`src/hw/mst_regs.vh`:
```
`ifndef MST_REGS_VH
`define MST_REGS_VH
// How it works
// - Select bits 00 full to 11 eighth
// - Reset loads home index, mixed decay
// - Advance edge steps index, sets currents, polarities
// - Select bits sampled only at advance edge
// - Direction level picks forward or backward
// - Level not lower selects slow decay
// - Lower level takes fraction-selected decay
// - Fraction input is three-valued setting
// - Trip resets latch; decay picks drivers off
// - Off one-shot holds drivers off, restarts
// - Blank comparator on entering on or off state, not at mixed fast-to-slow switch
// - Mixed: fast until node threshold, then slow
// - Trip level is table percentage of full-scale
// - Translator clear forces home, outputs off
// - Origin flag low only at home index
// - Rectifier on in decay unless disabled, zero-stop
// - Outputs-on high disables outputs only
// - Low power disables; rising edge homes translator
// - Thermal or rail faults disable outputs
// - Supply lockout disables drivers, homes translator
// - Overcurrent past blank latches off 1.6 ms
// - Home index is 45 degree step
// - 32 eighth steps per revolution, cosine table

`define MST_CLK_HZ 20000000
`define MST_HOME_IDX 5'h04
`define MST_IDX_W 5
`define MST_DECAY_SLOW 2'h0
`define MST_DECAY_FAST 2'h1
`define MST_DECAY_MIXED 2'h2
`define MST_OC_LATCH_US 1600
`define MST_OC_BLANK_NS 1500
`define MST_OC_LATCH_CYC ((`MST_OC_LATCH_US * 20) )
`define MST_OC_BLANK_CYC ((`MST_OC_BLANK_NS * 20 + 999) / 1000)
`endif

```
`src/hw/mst_translator.v`:
```
`include "mst_regs.vh"

// Translator, decay selection and fixed off-time chopper for two bridges.
// Comparator, timing node and fault levels arrive as synchronous inputs.
module mst_translator #(
    parameter OC_LATCH_CYC = `MST_OC_LATCH_CYC,
    parameter OC_BLANK_CYC = `MST_OC_BLANK_CYC,
    parameter BLANK_CYC = 19,
    parameter OFF_CYC = 760
) (
    input wire clk_sys_in,
    input wire nrst_in,
    input wire advance_in,
    input wire direction_in,
    input wire resolution_sel_lo_in,
    input wire resolution_sel_hi_in,
    input wire [1:0] fast_decay_fraction_in,
    input wire translator_clear_n_in,
    input wire outputs_on_n_in,
    input wire low_power_n_in,
    input wire rectifier_disable_in,
    input wire [1:0] trip_in,
    input wire [1:0] node_below_fraction_in,
    input wire [1:0] current_zero_in,
    input wire [1:0] overcurrent_guard_in,
    input wire thermal_fault_in,
    input wire pump_rail_low_in,
    input wire gate_rail_low_in,
    input wire supply_lockout_in,
    output reg origin_flag_n_out,
    output reg [4:0] step_index_out,
    output reg [9:0] level_a_out,
    output reg [9:0] level_b_out,
    output reg [1:0] polarity_neg_out,
    output reg [3:0] decay_mode_out,
    output reg [1:0] source_on_out,
    output reg [1:0] sink_on_out,
    output reg [1:0] sync_rect_out,
    output reg [1:0] comp_blank_out,
    output reg outputs_active_out,
    output reg overcurrent_latched_out
);
    localparam S_ON = 3'b001;
    localparam S_OFF = 3'b010;
    localparam S_IDLE = 3'b100;

    reg [4:0] idx_q;
    reg adv_q;
    reg lp_q;
    reg [9:0] lvl_a_q;
    reg [9:0] lvl_b_q;
    reg [22:0] oc_latch_q;
    reg [15:0] oc_blank_q;
    wire [9:0] rom_a;
    wire [9:0] rom_b;
    reg [4:0] step_amt;
    wire adv_edge;
    wire force_home;
    wire drive_ok;
    wire [4:0] idx_d;
    wire [4:0] idx_b;
    wire [4:0] idx_p8;

    assign adv_edge = advance_in & ~adv_q;
    // Lockout, clear, or wake edge pull the translator home
    assign force_home = ~translator_clear_n_in | supply_lockout_in |
                        (low_power_n_in & ~lp_q);
    // Enable only gates the outputs, never the translator
    assign drive_ok = translator_clear_n_in & ~outputs_on_n_in &
                      low_power_n_in & ~thermal_fault_in &
                      ~pump_rail_low_in & ~gate_rail_low_in &
                      ~supply_lockout_in & ~overcurrent_latched_out;

    // Step size from select bits, high bit first
    always @* begin
        case ({resolution_sel_hi_in, resolution_sel_lo_in})
            2'b00: step_amt = 5'h08;
            2'b01: step_amt = 5'h04;
            2'b10: step_amt = 5'h02;
            default: step_amt = 5'h01;
        endcase
    end

    // Select bits only matter at the edge direction sets sense
    assign idx_d = direction_in ? idx_q + step_amt : idx_q - step_amt;

    // Phase B lags phase A by a quarter revolution (sine vs cosine)
    assign idx_b = idx_q - 5'h08;
    // Cosine is negative from a quarter to three quarters of a turn
    assign idx_p8 = idx_q + 5'h08;

    // Fold index to quadrant offset: 0..8 eighth steps from the axis
    function [3:0] fold;
        input [4:0] i;
        begin
            fold = i[3] ? {1'b0, 3'h0} + (4'h8 - {1'b0, i[2:0]}) :
                          {1'b0, i[2:0]};
        end
    endfunction

    function [9:0] mag;
        input [3:0] f;
        input [9:0] r;
        begin
            mag = (f == 4'h8) ? 10'h000 : r;
        end
    endfunction

    wire [3:0] fa;
    wire [3:0] fb;
    assign fa = fold(idx_q);
    assign fb = fold(idx_b);

    // Magnitudes are the table percentage of full scale
    mst_sine_rom u_rom_a (
        .clk_sys_in(clk_sys_in),
        .nrst_in(nrst_in),
        .addr_in(fa[2:0]),
        .data_out(rom_a)
    );
    mst_sine_rom u_rom_b (
        .clk_sys_in(clk_sys_in),
        .nrst_in(nrst_in),
        .addr_in(fb[2:0]),
        .data_out(rom_b)
    );

    // Index update: home on reset, clear, lockout or wake edge, else step on edges
    always @(posedge clk_sys_in or negedge nrst_in) begin
        if (!nrst_in) begin
            idx_q <= `MST_HOME_IDX;
            adv_q <= 1'b0;
            lp_q <= 1'b1;
        end else begin
            adv_q <= advance_in;
            lp_q <= low_power_n_in;
            if (force_home) begin
                idx_q <= `MST_HOME_IDX;
            end else if (adv_edge) begin
                idx_q <= idx_d;
            end
        end
    end

    // Level pipeline: table data lag the index by one register stage,
    // so the fold offset is delayed to stay paired with the ROM word
    reg lvl_upd_q;
    reg lvl_cmp_q;
    reg [1:0] dec_a_q;
    reg [1:0] dec_b_q;
    reg [3:0] fa_q;
    reg [3:0] fb_q;
    always @(posedge clk_sys_in or negedge nrst_in) begin
        if (!nrst_in) begin
            lvl_upd_q <= 1'b0;
            lvl_cmp_q <= 1'b0;
            fa_q <= 4'h0;
            fb_q <= 4'h0;
            lvl_a_q <= 10'h000;
            lvl_b_q <= 10'h000;
            dec_a_q <= `MST_DECAY_MIXED;
            dec_b_q <= `MST_DECAY_MIXED;
        end else begin
            lvl_upd_q <= adv_edge & ~force_home;
            lvl_cmp_q <= lvl_upd_q & ~force_home;
            fa_q <= fa;
            fb_q <= fb;
            // Home reload gets mixed decay, a step compares levels
            if (force_home) begin
                dec_a_q <= `MST_DECAY_MIXED;
                dec_b_q <= `MST_DECAY_MIXED;
            end else if (lvl_cmp_q) begin
                dec_a_q <= (mag(fa_q, rom_a) >= lvl_a_q) ? `MST_DECAY_SLOW
                           : fast_decay_fraction_in;
                dec_b_q <= (mag(fb_q, rom_b) >= lvl_b_q) ? `MST_DECAY_SLOW
                           : fast_decay_fraction_in;
            end
            // Levels follow the table continuously, home included
            lvl_a_q <= mag(fa_q, rom_a);
            lvl_b_q <= mag(fb_q, rom_b);
        end
    end

    // Overcurrent: qualify past blank time, then hold off
    always @(posedge clk_sys_in or negedge nrst_in) begin
        if (!nrst_in) begin
            oc_blank_q <= 16'h0000;
            oc_latch_q <= 23'h000000;
            overcurrent_latched_out <= 1'b0;
        end else begin
            if (|overcurrent_guard_in) begin
                oc_blank_q <= oc_blank_q + 16'h0001;
            end else begin
                oc_blank_q <= 16'h0000;
            end
            if (oc_latch_q != 23'h000000) begin
                oc_latch_q <= oc_latch_q - 23'h000001;
                overcurrent_latched_out <= (oc_latch_q != 23'h000001);
            end else if (oc_blank_q >= OC_BLANK_CYC[15:0]) begin
                oc_latch_q <= OC_LATCH_CYC[22:0];
                overcurrent_latched_out <= 1'b1;
                oc_blank_q <= 16'h0000;
            end
        end
    end

    // Per-bridge chopper: on, trip, off one-shot, re-enable with blank
    genvar g;
    generate
        for (g = 0; g < 2; g = g + 1) begin : g_br
            reg [2:0] st_q;
            reg [15:0] off_q;
            reg [15:0] blk_q;
            reg fast_ph_q;
            wire [1:0] dm;
            assign dm = (g == 0) ? dec_a_q : dec_b_q;
            always @(posedge clk_sys_in or negedge nrst_in) begin
                if (!nrst_in) begin
                    st_q <= S_IDLE;
                    off_q <= 16'h0000;
                    blk_q <= 16'h0000;
                    fast_ph_q <= 1'b0;
                end else if (!drive_ok) begin
                    st_q <= S_IDLE;
                    fast_ph_q <= 1'b0;
                end else begin
                    if (blk_q != 16'h0000) begin
                        blk_q <= blk_q - 16'h0001;
                    end
                    case (st_q)
                        S_IDLE: begin
                            st_q <= S_ON;
                            blk_q <= BLANK_CYC[15:0];
                        end
                        S_ON: begin
                            // Trip only seen after blanking
                            if (trip_in[g] && blk_q == 16'h0000) begin
                                st_q <= S_OFF;
                                off_q <= OFF_CYC[15:0];
                                blk_q <= BLANK_CYC[15:0];
                                fast_ph_q <= (dm != `MST_DECAY_SLOW);
                            end
                        end
                        S_OFF: begin
                            // Mixed ends fast part at node threshold
                            if (dm == `MST_DECAY_MIXED &&
                                node_below_fraction_in[g]) begin
                                fast_ph_q <= 1'b0;
                            end
                            if (off_q == 16'h0001) begin
                                st_q <= S_ON;
                                blk_q <= BLANK_CYC[15:0];
                                fast_ph_q <= 1'b0;
                            end
                            off_q <= off_q - 16'h0001;
                        end
                        default: st_q <= S_IDLE;
                    endcase
                end
            end

            // Slow decay drops the source only; fast drops both
            always @(posedge clk_sys_in or negedge nrst_in) begin
                if (!nrst_in) begin
                    source_on_out[g] <= 1'b0;
                    sink_on_out[g] <= 1'b0;
                    sync_rect_out[g] <= 1'b0;
                    comp_blank_out[g] <= 1'b1;
                end else begin
                    source_on_out[g] <= drive_ok & (st_q == S_ON);
                    sink_on_out[g] <= drive_ok & ((st_q == S_ON) |
                        ((st_q == S_OFF) & ~fast_ph_q));
                    // Stop at zero current to avoid reversal
                    sync_rect_out[g] <= drive_ok & (st_q == S_OFF) &
                        ~rectifier_disable_in & ~current_zero_in[g];
                    comp_blank_out[g] <= (blk_q != 16'h0000);
                end
            end
        end
    endgenerate

    // Registered status and levels
    always @(posedge clk_sys_in or negedge nrst_in) begin
        if (!nrst_in) begin
            origin_flag_n_out <= 1'b0;
            step_index_out <= `MST_HOME_IDX;
            level_a_out <= 10'h000;
            level_b_out <= 10'h000;
            polarity_neg_out <= 2'h0;
            decay_mode_out <= {`MST_DECAY_MIXED, `MST_DECAY_MIXED};
            outputs_active_out <= 1'b0;
        end else begin
            origin_flag_n_out <= (idx_q != `MST_HOME_IDX);
            step_index_out <= idx_q;
            level_a_out <= lvl_a_q;
            level_b_out <= lvl_b_q;
            polarity_neg_out <= {idx_q[4], idx_p8[4]};
            decay_mode_out <= {dec_b_q, dec_a_q};
            outputs_active_out <= drive_ok;
        end
    end
endmodule

```
`src/hw/mst_sine_rom.v`:
```
// Registered table of phase magnitudes in tenths of a percent
module mst_sine_rom (
    input wire clk_sys_in,
    input wire nrst_in,
    input wire [2:0] addr_in,
    output reg [9:0] data_out
);
    // Magnitude for angle offsets 0..7 eighth steps within a quadrant
    always @(posedge clk_sys_in or negedge nrst_in) begin
        if (!nrst_in) begin
            data_out <= 10'h000;
        end else begin
            case (addr_in)
                3'h0: data_out <= 10'h3E8; // 100.0
                3'h1: data_out <= 10'h3D5; // 98.1
                3'h2: data_out <= 10'h39C; // 92.4
                3'h3: data_out <= 10'h33F; // 83.1
                3'h4: data_out <= 10'h2C3; // 70.7
                3'h5: data_out <= 10'h22C; // 55.6
                3'h6: data_out <= 10'h17F; // 38.3
                3'h7: data_out <= 10'h0C3; // 19.5
                default: data_out <= 10'h000;
            endcase
        end
    end
endmodule

```
`config.mk`:
```
export PLATFORM = sky130hd
export DESIGN_NAME = mst_translator
export DESIGN_NICKNAME = d
export VERILOG_FILES = /design/src/hw/mst_translator.v /design/src/hw/mst_sine_rom.v
export VERILOG_INCLUDE_DIRS = /design/src /design/src/hw
export SDC_FILE = /design/constraint.sdc
export NUM_CORES = 1
export LEC_CHECK = 0
export BUFFER_PORTS_ARGS = -buffer_cell sky130_fd_sc_hd__buf_2
export CORE_ASPECT_RATIO = 0.75
export CORE_MARGIN = 4
export CORE_UTILIZATION = 35
export CTS_CLUSTER_SIZE = 16
export DETAILED_ROUTE_END_ITERATION = 12
export HOLD_SLACK_MARGIN = 0.15
export PLACE_DENSITY_LB_ADDON = 0.3
export SYNTH_ARGS = -nofsm -noshare
export SYNTH_HDL_FRONTEND = slang
export SYNTH_SLANG_ARGS = --single-unit
```
`constraint.sdc`:
```
create_clock -name clk_sys_in -period 3.5 [get_ports clk_sys_in]
set_input_delay 0.7 -clock clk_sys_in [delete_from_list [all_inputs] [get_ports clk_sys_in]]
set_output_delay 0.7 -clock clk_sys_in [all_outputs]
set_load 0.02 [all_outputs]
```
==> impl_metrics.env, run 1 <==
export IMPL_status="completed"
export IMPL_clock_skew_ps=28.0
export IMPL_wire_per_inst_um=14.8
export IMPL_root_buffer="clkbuf_16"
export IMPL_drc=0
export IMPL_yosysSeqAreaShare=0.550
export IMPL_crit_buf_inv=1
export IMPL_h_tree_depth=1
export IMPL_insertion_delay_ps=530
export IMPL_antenna_found_initial=0
export IMPL_layout_drive_gt1_share=0.142
export IMPL_worstPathMaxFanout=10
export IMPL_first_global_vias=6402
export IMPL_final_common_cell="dfrtp_1"
export IMPL_worstPathCellList="nor4b_1 > buf_4 > nor2b_1 > ha_1 > a211oi_1 > o21ai_0 > a2111oi_0 > o21ai_0 > o221ai_1"
export IMPL_cts_buffers=22
export IMPL_die_width_um=199
export IMPL_wirelength_um=19900
export IMPL_fp_dieH_um=152
export IMPL_gp_congestion=0.791
export IMPL_leakagePower_nw=5.28
export IMPL_io_pins=66
export IMPL_ys_types=60
export IMPL_critPathArrivalTime_ps=3130
export IMPL_first_pass_iters=4
export IMPL_r2r_end="dec_b_q[1]"
export IMPL_path_class="reg2reg"
export IMPL_vias_per_cell=4.89
export IMPL_min_path_type="in2async"
export IMPL_rsz0062_at_grt="no"
export IMPL_path_common_cell="o21ai_0"
export IMPL_power_per_cell_area_mw_per_mm2=536
export IMPL_cts_tree="built"
export IMPL_cap_violations=0
export IMPL_detail_route_antenna_nets=0
export IMPL_yosys_area_top_type="dfrtp_1"
export IMPL_clockBufferDepth=3
export IMPL_regArea_mm2=0.00529
export IMPL_synthesis_area_mm2=0.00962
export IMPL_core_mm2=0.0270
export IMPL_netlist_top_cells_area="dfrtp_1, xnor2_1, ha_1"
export IMPL_synthToLayoutAreaGrowth_pct=16.2
export IMPL_synth_edf_count=0
export IMPL_syn_inst=899
export IMPL_diodes=0
export IMPL_maxSlewHeadroom=0.384
export IMPL_synth_seq_cells=211
export IMPL_grt_max_degree=80
export IMPL_fill_cells=2586
export IMPL_r2r_start="step_index_out[0]"
export IMPL_ir_drop_uv=340
export IMPL_crit_family="compound AO/OA/AOI/OAI gates"
export IMPL_worstRegToRegCells=9
export IMPL_cp_required_ps=3940
export IMPL_synthArstFlopShare=1.00
export IMPL_nets=1048
export IMPL_multi_input_area_mm2=0.00406
export IMPL_postCtsResizedCells=0
export IMPL_ys_flop_type="dfrtp_1"
export IMPL_period_needed_ps=2680
export IMPL_netlist_area_leader_share=0.520
export IMPL_final_util=0.414
export IMPL_syn_nets=966
export IMPL_finalHoldViolations=0
export IMPL_clk_pin_slew_ps=60
export IMPL_final_cell_mix="dfrtp_1, nor2_1, buf_2"
export IMPL_r2r_slack_ps=820
export IMPL_ctsHoldBuffers=0
export IMPL_max_freq_mhz=373
export IMPL_syn_area_per_cell_um2=10.7
export IMPL_grt_overflow_total=0
export IMPL_placed_area_mm2=0.0104
export IMPL_min_period_over_period=0.767
export IMPL_cp_start_kind="register"
export IMPL_initial_utilization=0.356
export IMPL_clock_sinks=211
export IMPL_slew_violations=0
export IMPL_port_buffers=65
export IMPL_drt_iter0_drc=392
export IMPL_setup_violations=0
export IMPL_die_area_mm2=0.0302
export IMPL_crit_path_end_kind="register"
export IMPL_tightest_slew_ps=911
export IMPL_dp_hpwl_um=13900
export IMPL_fin_area_mm2=0.0112
export IMPL_cp_slowest_stage_delay_ps=650
export IMPL_rows=52
export IMPL_track_usage=0.135
export IMPL_num_vias=6586
export IMPL_slowest_stage="a2111oi_0"
export IMPL_grt_pass1_wl_um=33400
export IMPL_post_cts_buffers=0
export IMPL_yosys_warnings=0
export IMPL_final_setup_tns_ps=0
## worst max-delay path by stage
stage | from | end | cells after the start
after floorplan | step_index_out[0] | dec_b_q[1] | 8
after CTS | step_index_out[0] | dec_b_q[1] | 9
after global routing | step_index_out[0] | dec_b_q[1] | 9
after detailed placement | outputs_on_n_in | g_br[0].off_q[0] | 9
after global placement | outputs_on_n_in | g_br[0].off_q[1] | 9
final | step_index_out[0] | dec_b_q[1] | 9
## synthesized netlist by cell type, types with 4 or more instances
cell / n
dfrtp_1: 200
nor2_1: 109
xnor2_1: 62
inv_1: 47
nor3_1: 46
nand2_1: 45
ha_1: 42
a21oi_1: 32
o21ai_0: 28
nor2b_1: 27
nor4_1: 26
nand3_1: 23
xor2_1: 22
nand4_1: 20
or3_1: 19
nand2b_1: 17
dfstp_2: 11
clkbuf_1: 8
nor3b_1: 7
nor4b_1: 7
or4_1: 7
buf_2: 6
a211o_1: 5
and4_1: 5
mux2i_1: 5
nand3b_1: 5
a21o_1: 4
a31oi_1: 4
and2_1: 4
and3_1: 4
buf_4: 4
o211ai_1: 4
## flip-flops by register name (all words and copies together) (netlist names), 3 cells and up
signal and cells:
g_br.st_q 6, step_index_out 4, u_rom_b.data_out 10, u_rom_a.data_out 10, lvl_a_q 10, oc_latch_q 23
g_br.blk_q 32, lvl_b_q 10, g_br.off_q 32, level_a_out 10, level_b_out 10, idx_q 5
oc_blank_q 16, fb_q 3, decay_mode_out 4, fa_q 3
## kinds of logic after synthesis
group | share of synthesized area
buf+inv | 0.0285
compound gates | 0.0657
xor+xnor | 0.0764
fa+ha+maj | 0.0567
flops | 0.550
mux | 0.00871
simple gates | 0.214
## per-stage QoR
stage               instances  power [mW]  hold WS [ps]  worst slack (ps)
finish                   1348        5.99           144               816
floorplan                 899        3.32           354               651
global placement         1308        3.56           361               683
detailed placement       1308        3.57           363               610
CTS                      1348        6.08           161               760
global route             1348        6.32           177               511
## cell type report
class,instances,share of cell area
clock buffers,30,0.0564
clock inverters,10,0.0126
inverters,48,0.0161
flip-flops and latches,211,0.474
multi-input cells,621,0.363
well taps,351,0.0393
repair buffers,77,0.0392
## where the power goes
group          internal, mW  switching (mW)  total (mW)
Sequential             2.64           0.179        2.82
Combinational         0.296           0.416       0.712
Clock                  1.49           0.974        2.46
## worst register-to-register path, delay by kind of cell, from the launching register on
| family | cells | cell delay [ps] |
|---|---|---|
| compound gates | 5 | 1350 |
| flops | 1 | 390 |
| simple gates | 2 | 350 |
| fa+ha+maj | 1 | 280 |
| buf+inv | 1 | 220 |
## per-layer routing
metal | up-vias | track usage | share of wire
met5 | - | 0 | 0
met1 | 3177 | 0.209 | 0.52
met2 | 90 | 0.193 | 0.42
met3 | 27 | 0.0292 | 0.044
met4 | 0 | 0.0278 | 0.016
li1 | 3292 | - | -
Note: power is estimated with default switching activity, not from simulation.
==> run 2: changes to the inputs <==
Clock period 3.5 ns to 2.8 ns, I/O delays scaled along.
==> run 2 against run 1 <==
  * Maximum frequency rose by 6.8%
  * Sequential power rose by 25%
  * Clock skew down 6.3 ps
  * Utilization rose by 0.92 points
  * Hold slack improved by 46 ps
  * Die area unchanged
  * Critical endpoint unchanged
  * Largest cell class unchanged
==> impl_metrics.env, run 2 (synthesis results as in run 1) <==
export IMPL_status="completed"
export IMPL_io_pins=66
export IMPL_leakagePower_nw=5.42
export IMPL_slew_violations=0
export IMPL_worstPathCellList="nor4b_2 > buf_4 > nor2b_1 > ha_1 > a211oi_1 > o21ai_0 > a2111oi_1 > o21ai_0 > o221ai_1"
export IMPL_min_period_over_period=0.897
export IMPL_cts_buffers=23
export IMPL_max_freq_mhz=398
export IMPL_die_width_um=199
export IMPL_fill_cells=2570
export IMPL_maxSlewHeadroom=0.586
export IMPL_cts_tree="built"
export IMPL_power_per_cell_area_mw_per_mm2=686
export IMPL_drc=0
export IMPL_grt_overflow_total=0
export IMPL_drt_iter0_drc=322
export IMPL_grt_pass1_wl_um=33000
export IMPL_worstPathMaxFanout=8
export IMPL_root_buffer="clkbuf_16"
export IMPL_cap_violations=0
export IMPL_finalWorstSetupSlack_ps=288
export IMPL_clockBufferDepth=3
export IMPL_crit_path_end_kind="register"
export IMPL_cp_required_ps=3230
export IMPL_final_cell_mix="dfrtp_1, nor2_1, buf_2"
export IMPL_grt_max_degree=82
export IMPL_nets=1066
export IMPL_antenna_found_initial=0
export IMPL_r2r_start="step_index_out[0]"
export IMPL_multi_input_area_mm2=0.00406
export IMPL_fp_dieH_um=152
export IMPL_path_class="reg2reg"
export IMPL_diodes=0
export IMPL_cp_slowest_stage_delay_ps=540
export IMPL_setup_violations=0
export IMPL_core_mm2=0.0270
export IMPL_synthToLayoutAreaGrowth_pct=18.7
export IMPL_rsz0062_at_grt="no"
export IMPL_min_path_type="in2reg"
export IMPL_slowest_stage="a2111oi_1"
export IMPL_wire_per_inst_um=14.3
export IMPL_final_common_cell="dfrtp_1"
export IMPL_wirelength_um=19600
export IMPL_die_area_mm2=0.0302
export IMPL_initial_utilization=0.356
export IMPL_detail_route_antenna_nets=0
export IMPL_clk_pin_slew_ps=60
export IMPL_reg_top3="g_br.blk_q (32), g_br.off_q (32), oc_latch_q (23)"
export IMPL_pre_cts_ws_ps=248
export IMPL_period_needed_ps=2510
export IMPL_final_setup_tns_ps=0
export IMPL_num_vias=6626
export IMPL_clock_skew_ps=21.6
export IMPL_min_from="low_power_n_in"
export IMPL_cp_start_kind="register"
export IMPL_h_tree_depth=1
export IMPL_critPathArrivalTime_ps=2940
export IMPL_first_global_vias=6372
export IMPL_ir_drop_uv=370
export IMPL_track_usage=0.131
export IMPL_dp_cells=1324
export IMPL_regArea_mm2=0.00529
export IMPL_gp_congestion=0.807
export IMPL_post_cts_buffers=0
export IMPL_fin_cells=1367
export IMPL_tightest_slew_ps=621
export IMPL_clock_sinks=211
export IMPL_rows=52
export IMPL_layout_drive_gt1_share=0.158
export IMPL_path_common_cell="o21ai_0"
export IMPL_port_buffers=65
export IMPL_first_pass_iters=5
export IMPL_insertion_delay_ps=510
export IMPL_vias_per_cell=4.85
export IMPL_startpoint="step_index_out[0]"
export IMPL_finalHoldViolations=0
export IMPL_dp_hpwl_um=13800
## run 2: repair_timing
| item | 4_1_cts | 5_1_grt |
|---|---|---|
| endpoints found under the hold margin | 74 | 0 |
| gates resized for setup | 0 | 1 |
| hold buffers | 1 | 0 |
| endpoints found under the setup margin | 0 | 2 |
## run 2: final timing paths
| path | end | slack [ps] | depth (start not counted) |
|---|---|---|---|
| worst max-delay path | dec_b_q[1] | 290 | 9 |
| worst min-delay path | lp_q | 190 | 1 |
| worst max register to register | dec_b_q[1] | 290 | 9 |
| worst min register to register | level_b_out[7] | 370 | 0 |
| max in group asynchronous | step_index_out[2] | 1380 | 3 |
| min in group asynchronous | level_a_out[0] | 600 | 2 |
## run 2: power breakdown
| part | switching, mW | internal, mW | total (mW) | leakage [nW] |
|---|---|---|---|---|
| combinational | 0.526 | 0.417 | 0.943 | 2.31 |
| sequential | 0.221 | 3.30 | 3.52 | 2.69 |
| clock | 1.25 | 2.12 | 3.37 | 0.415 |
## run 2: critical path: cells and delay by family (launching register included)
family,cells,cell delay (ps)
AND/OR/NAND/NOR,2,440
adder cells (fa/ha/maj),1,180
flip-flops,1,410
buffers and inverters,1,230
AO/OA/AOI/OAI,5,1180
## run 2: cell type report
class	instances	share of cell area
Clock buffer	28	0.0538
Clock inverter	14	0.0201
Inverter	48	0.0158
Multi-Input combinational cell	621	0.356
Sequential cell	211	0.463
Tap cell	351	0.0384
Timing Repair Buffer	94	0.0530
## run 2: per-layer routing
layer / wire length [um] / global-route usage / vias to the layer above
met5: 0 / 0 / -
met4: 365 / 0.0292 / 0
met3: 720 / 0.0225 / 26
met2: 8330 / 0.194 / 83
met1: 10200 / 0.201 / 3194
li1: - / - / 3323
## run 2: through the flow
step	utilization	hold WS [ps]	instance area (um2)	power, mW
CTS	0.423	164	11400	7.93
global placement	0.392	359	10600	4.50
floorplan	-	264	9630	4.15
detailed placement	0.392	359	10600	4.52
finish	0.423	190	11400	7.83
global route	0.423	178	11400	8.22
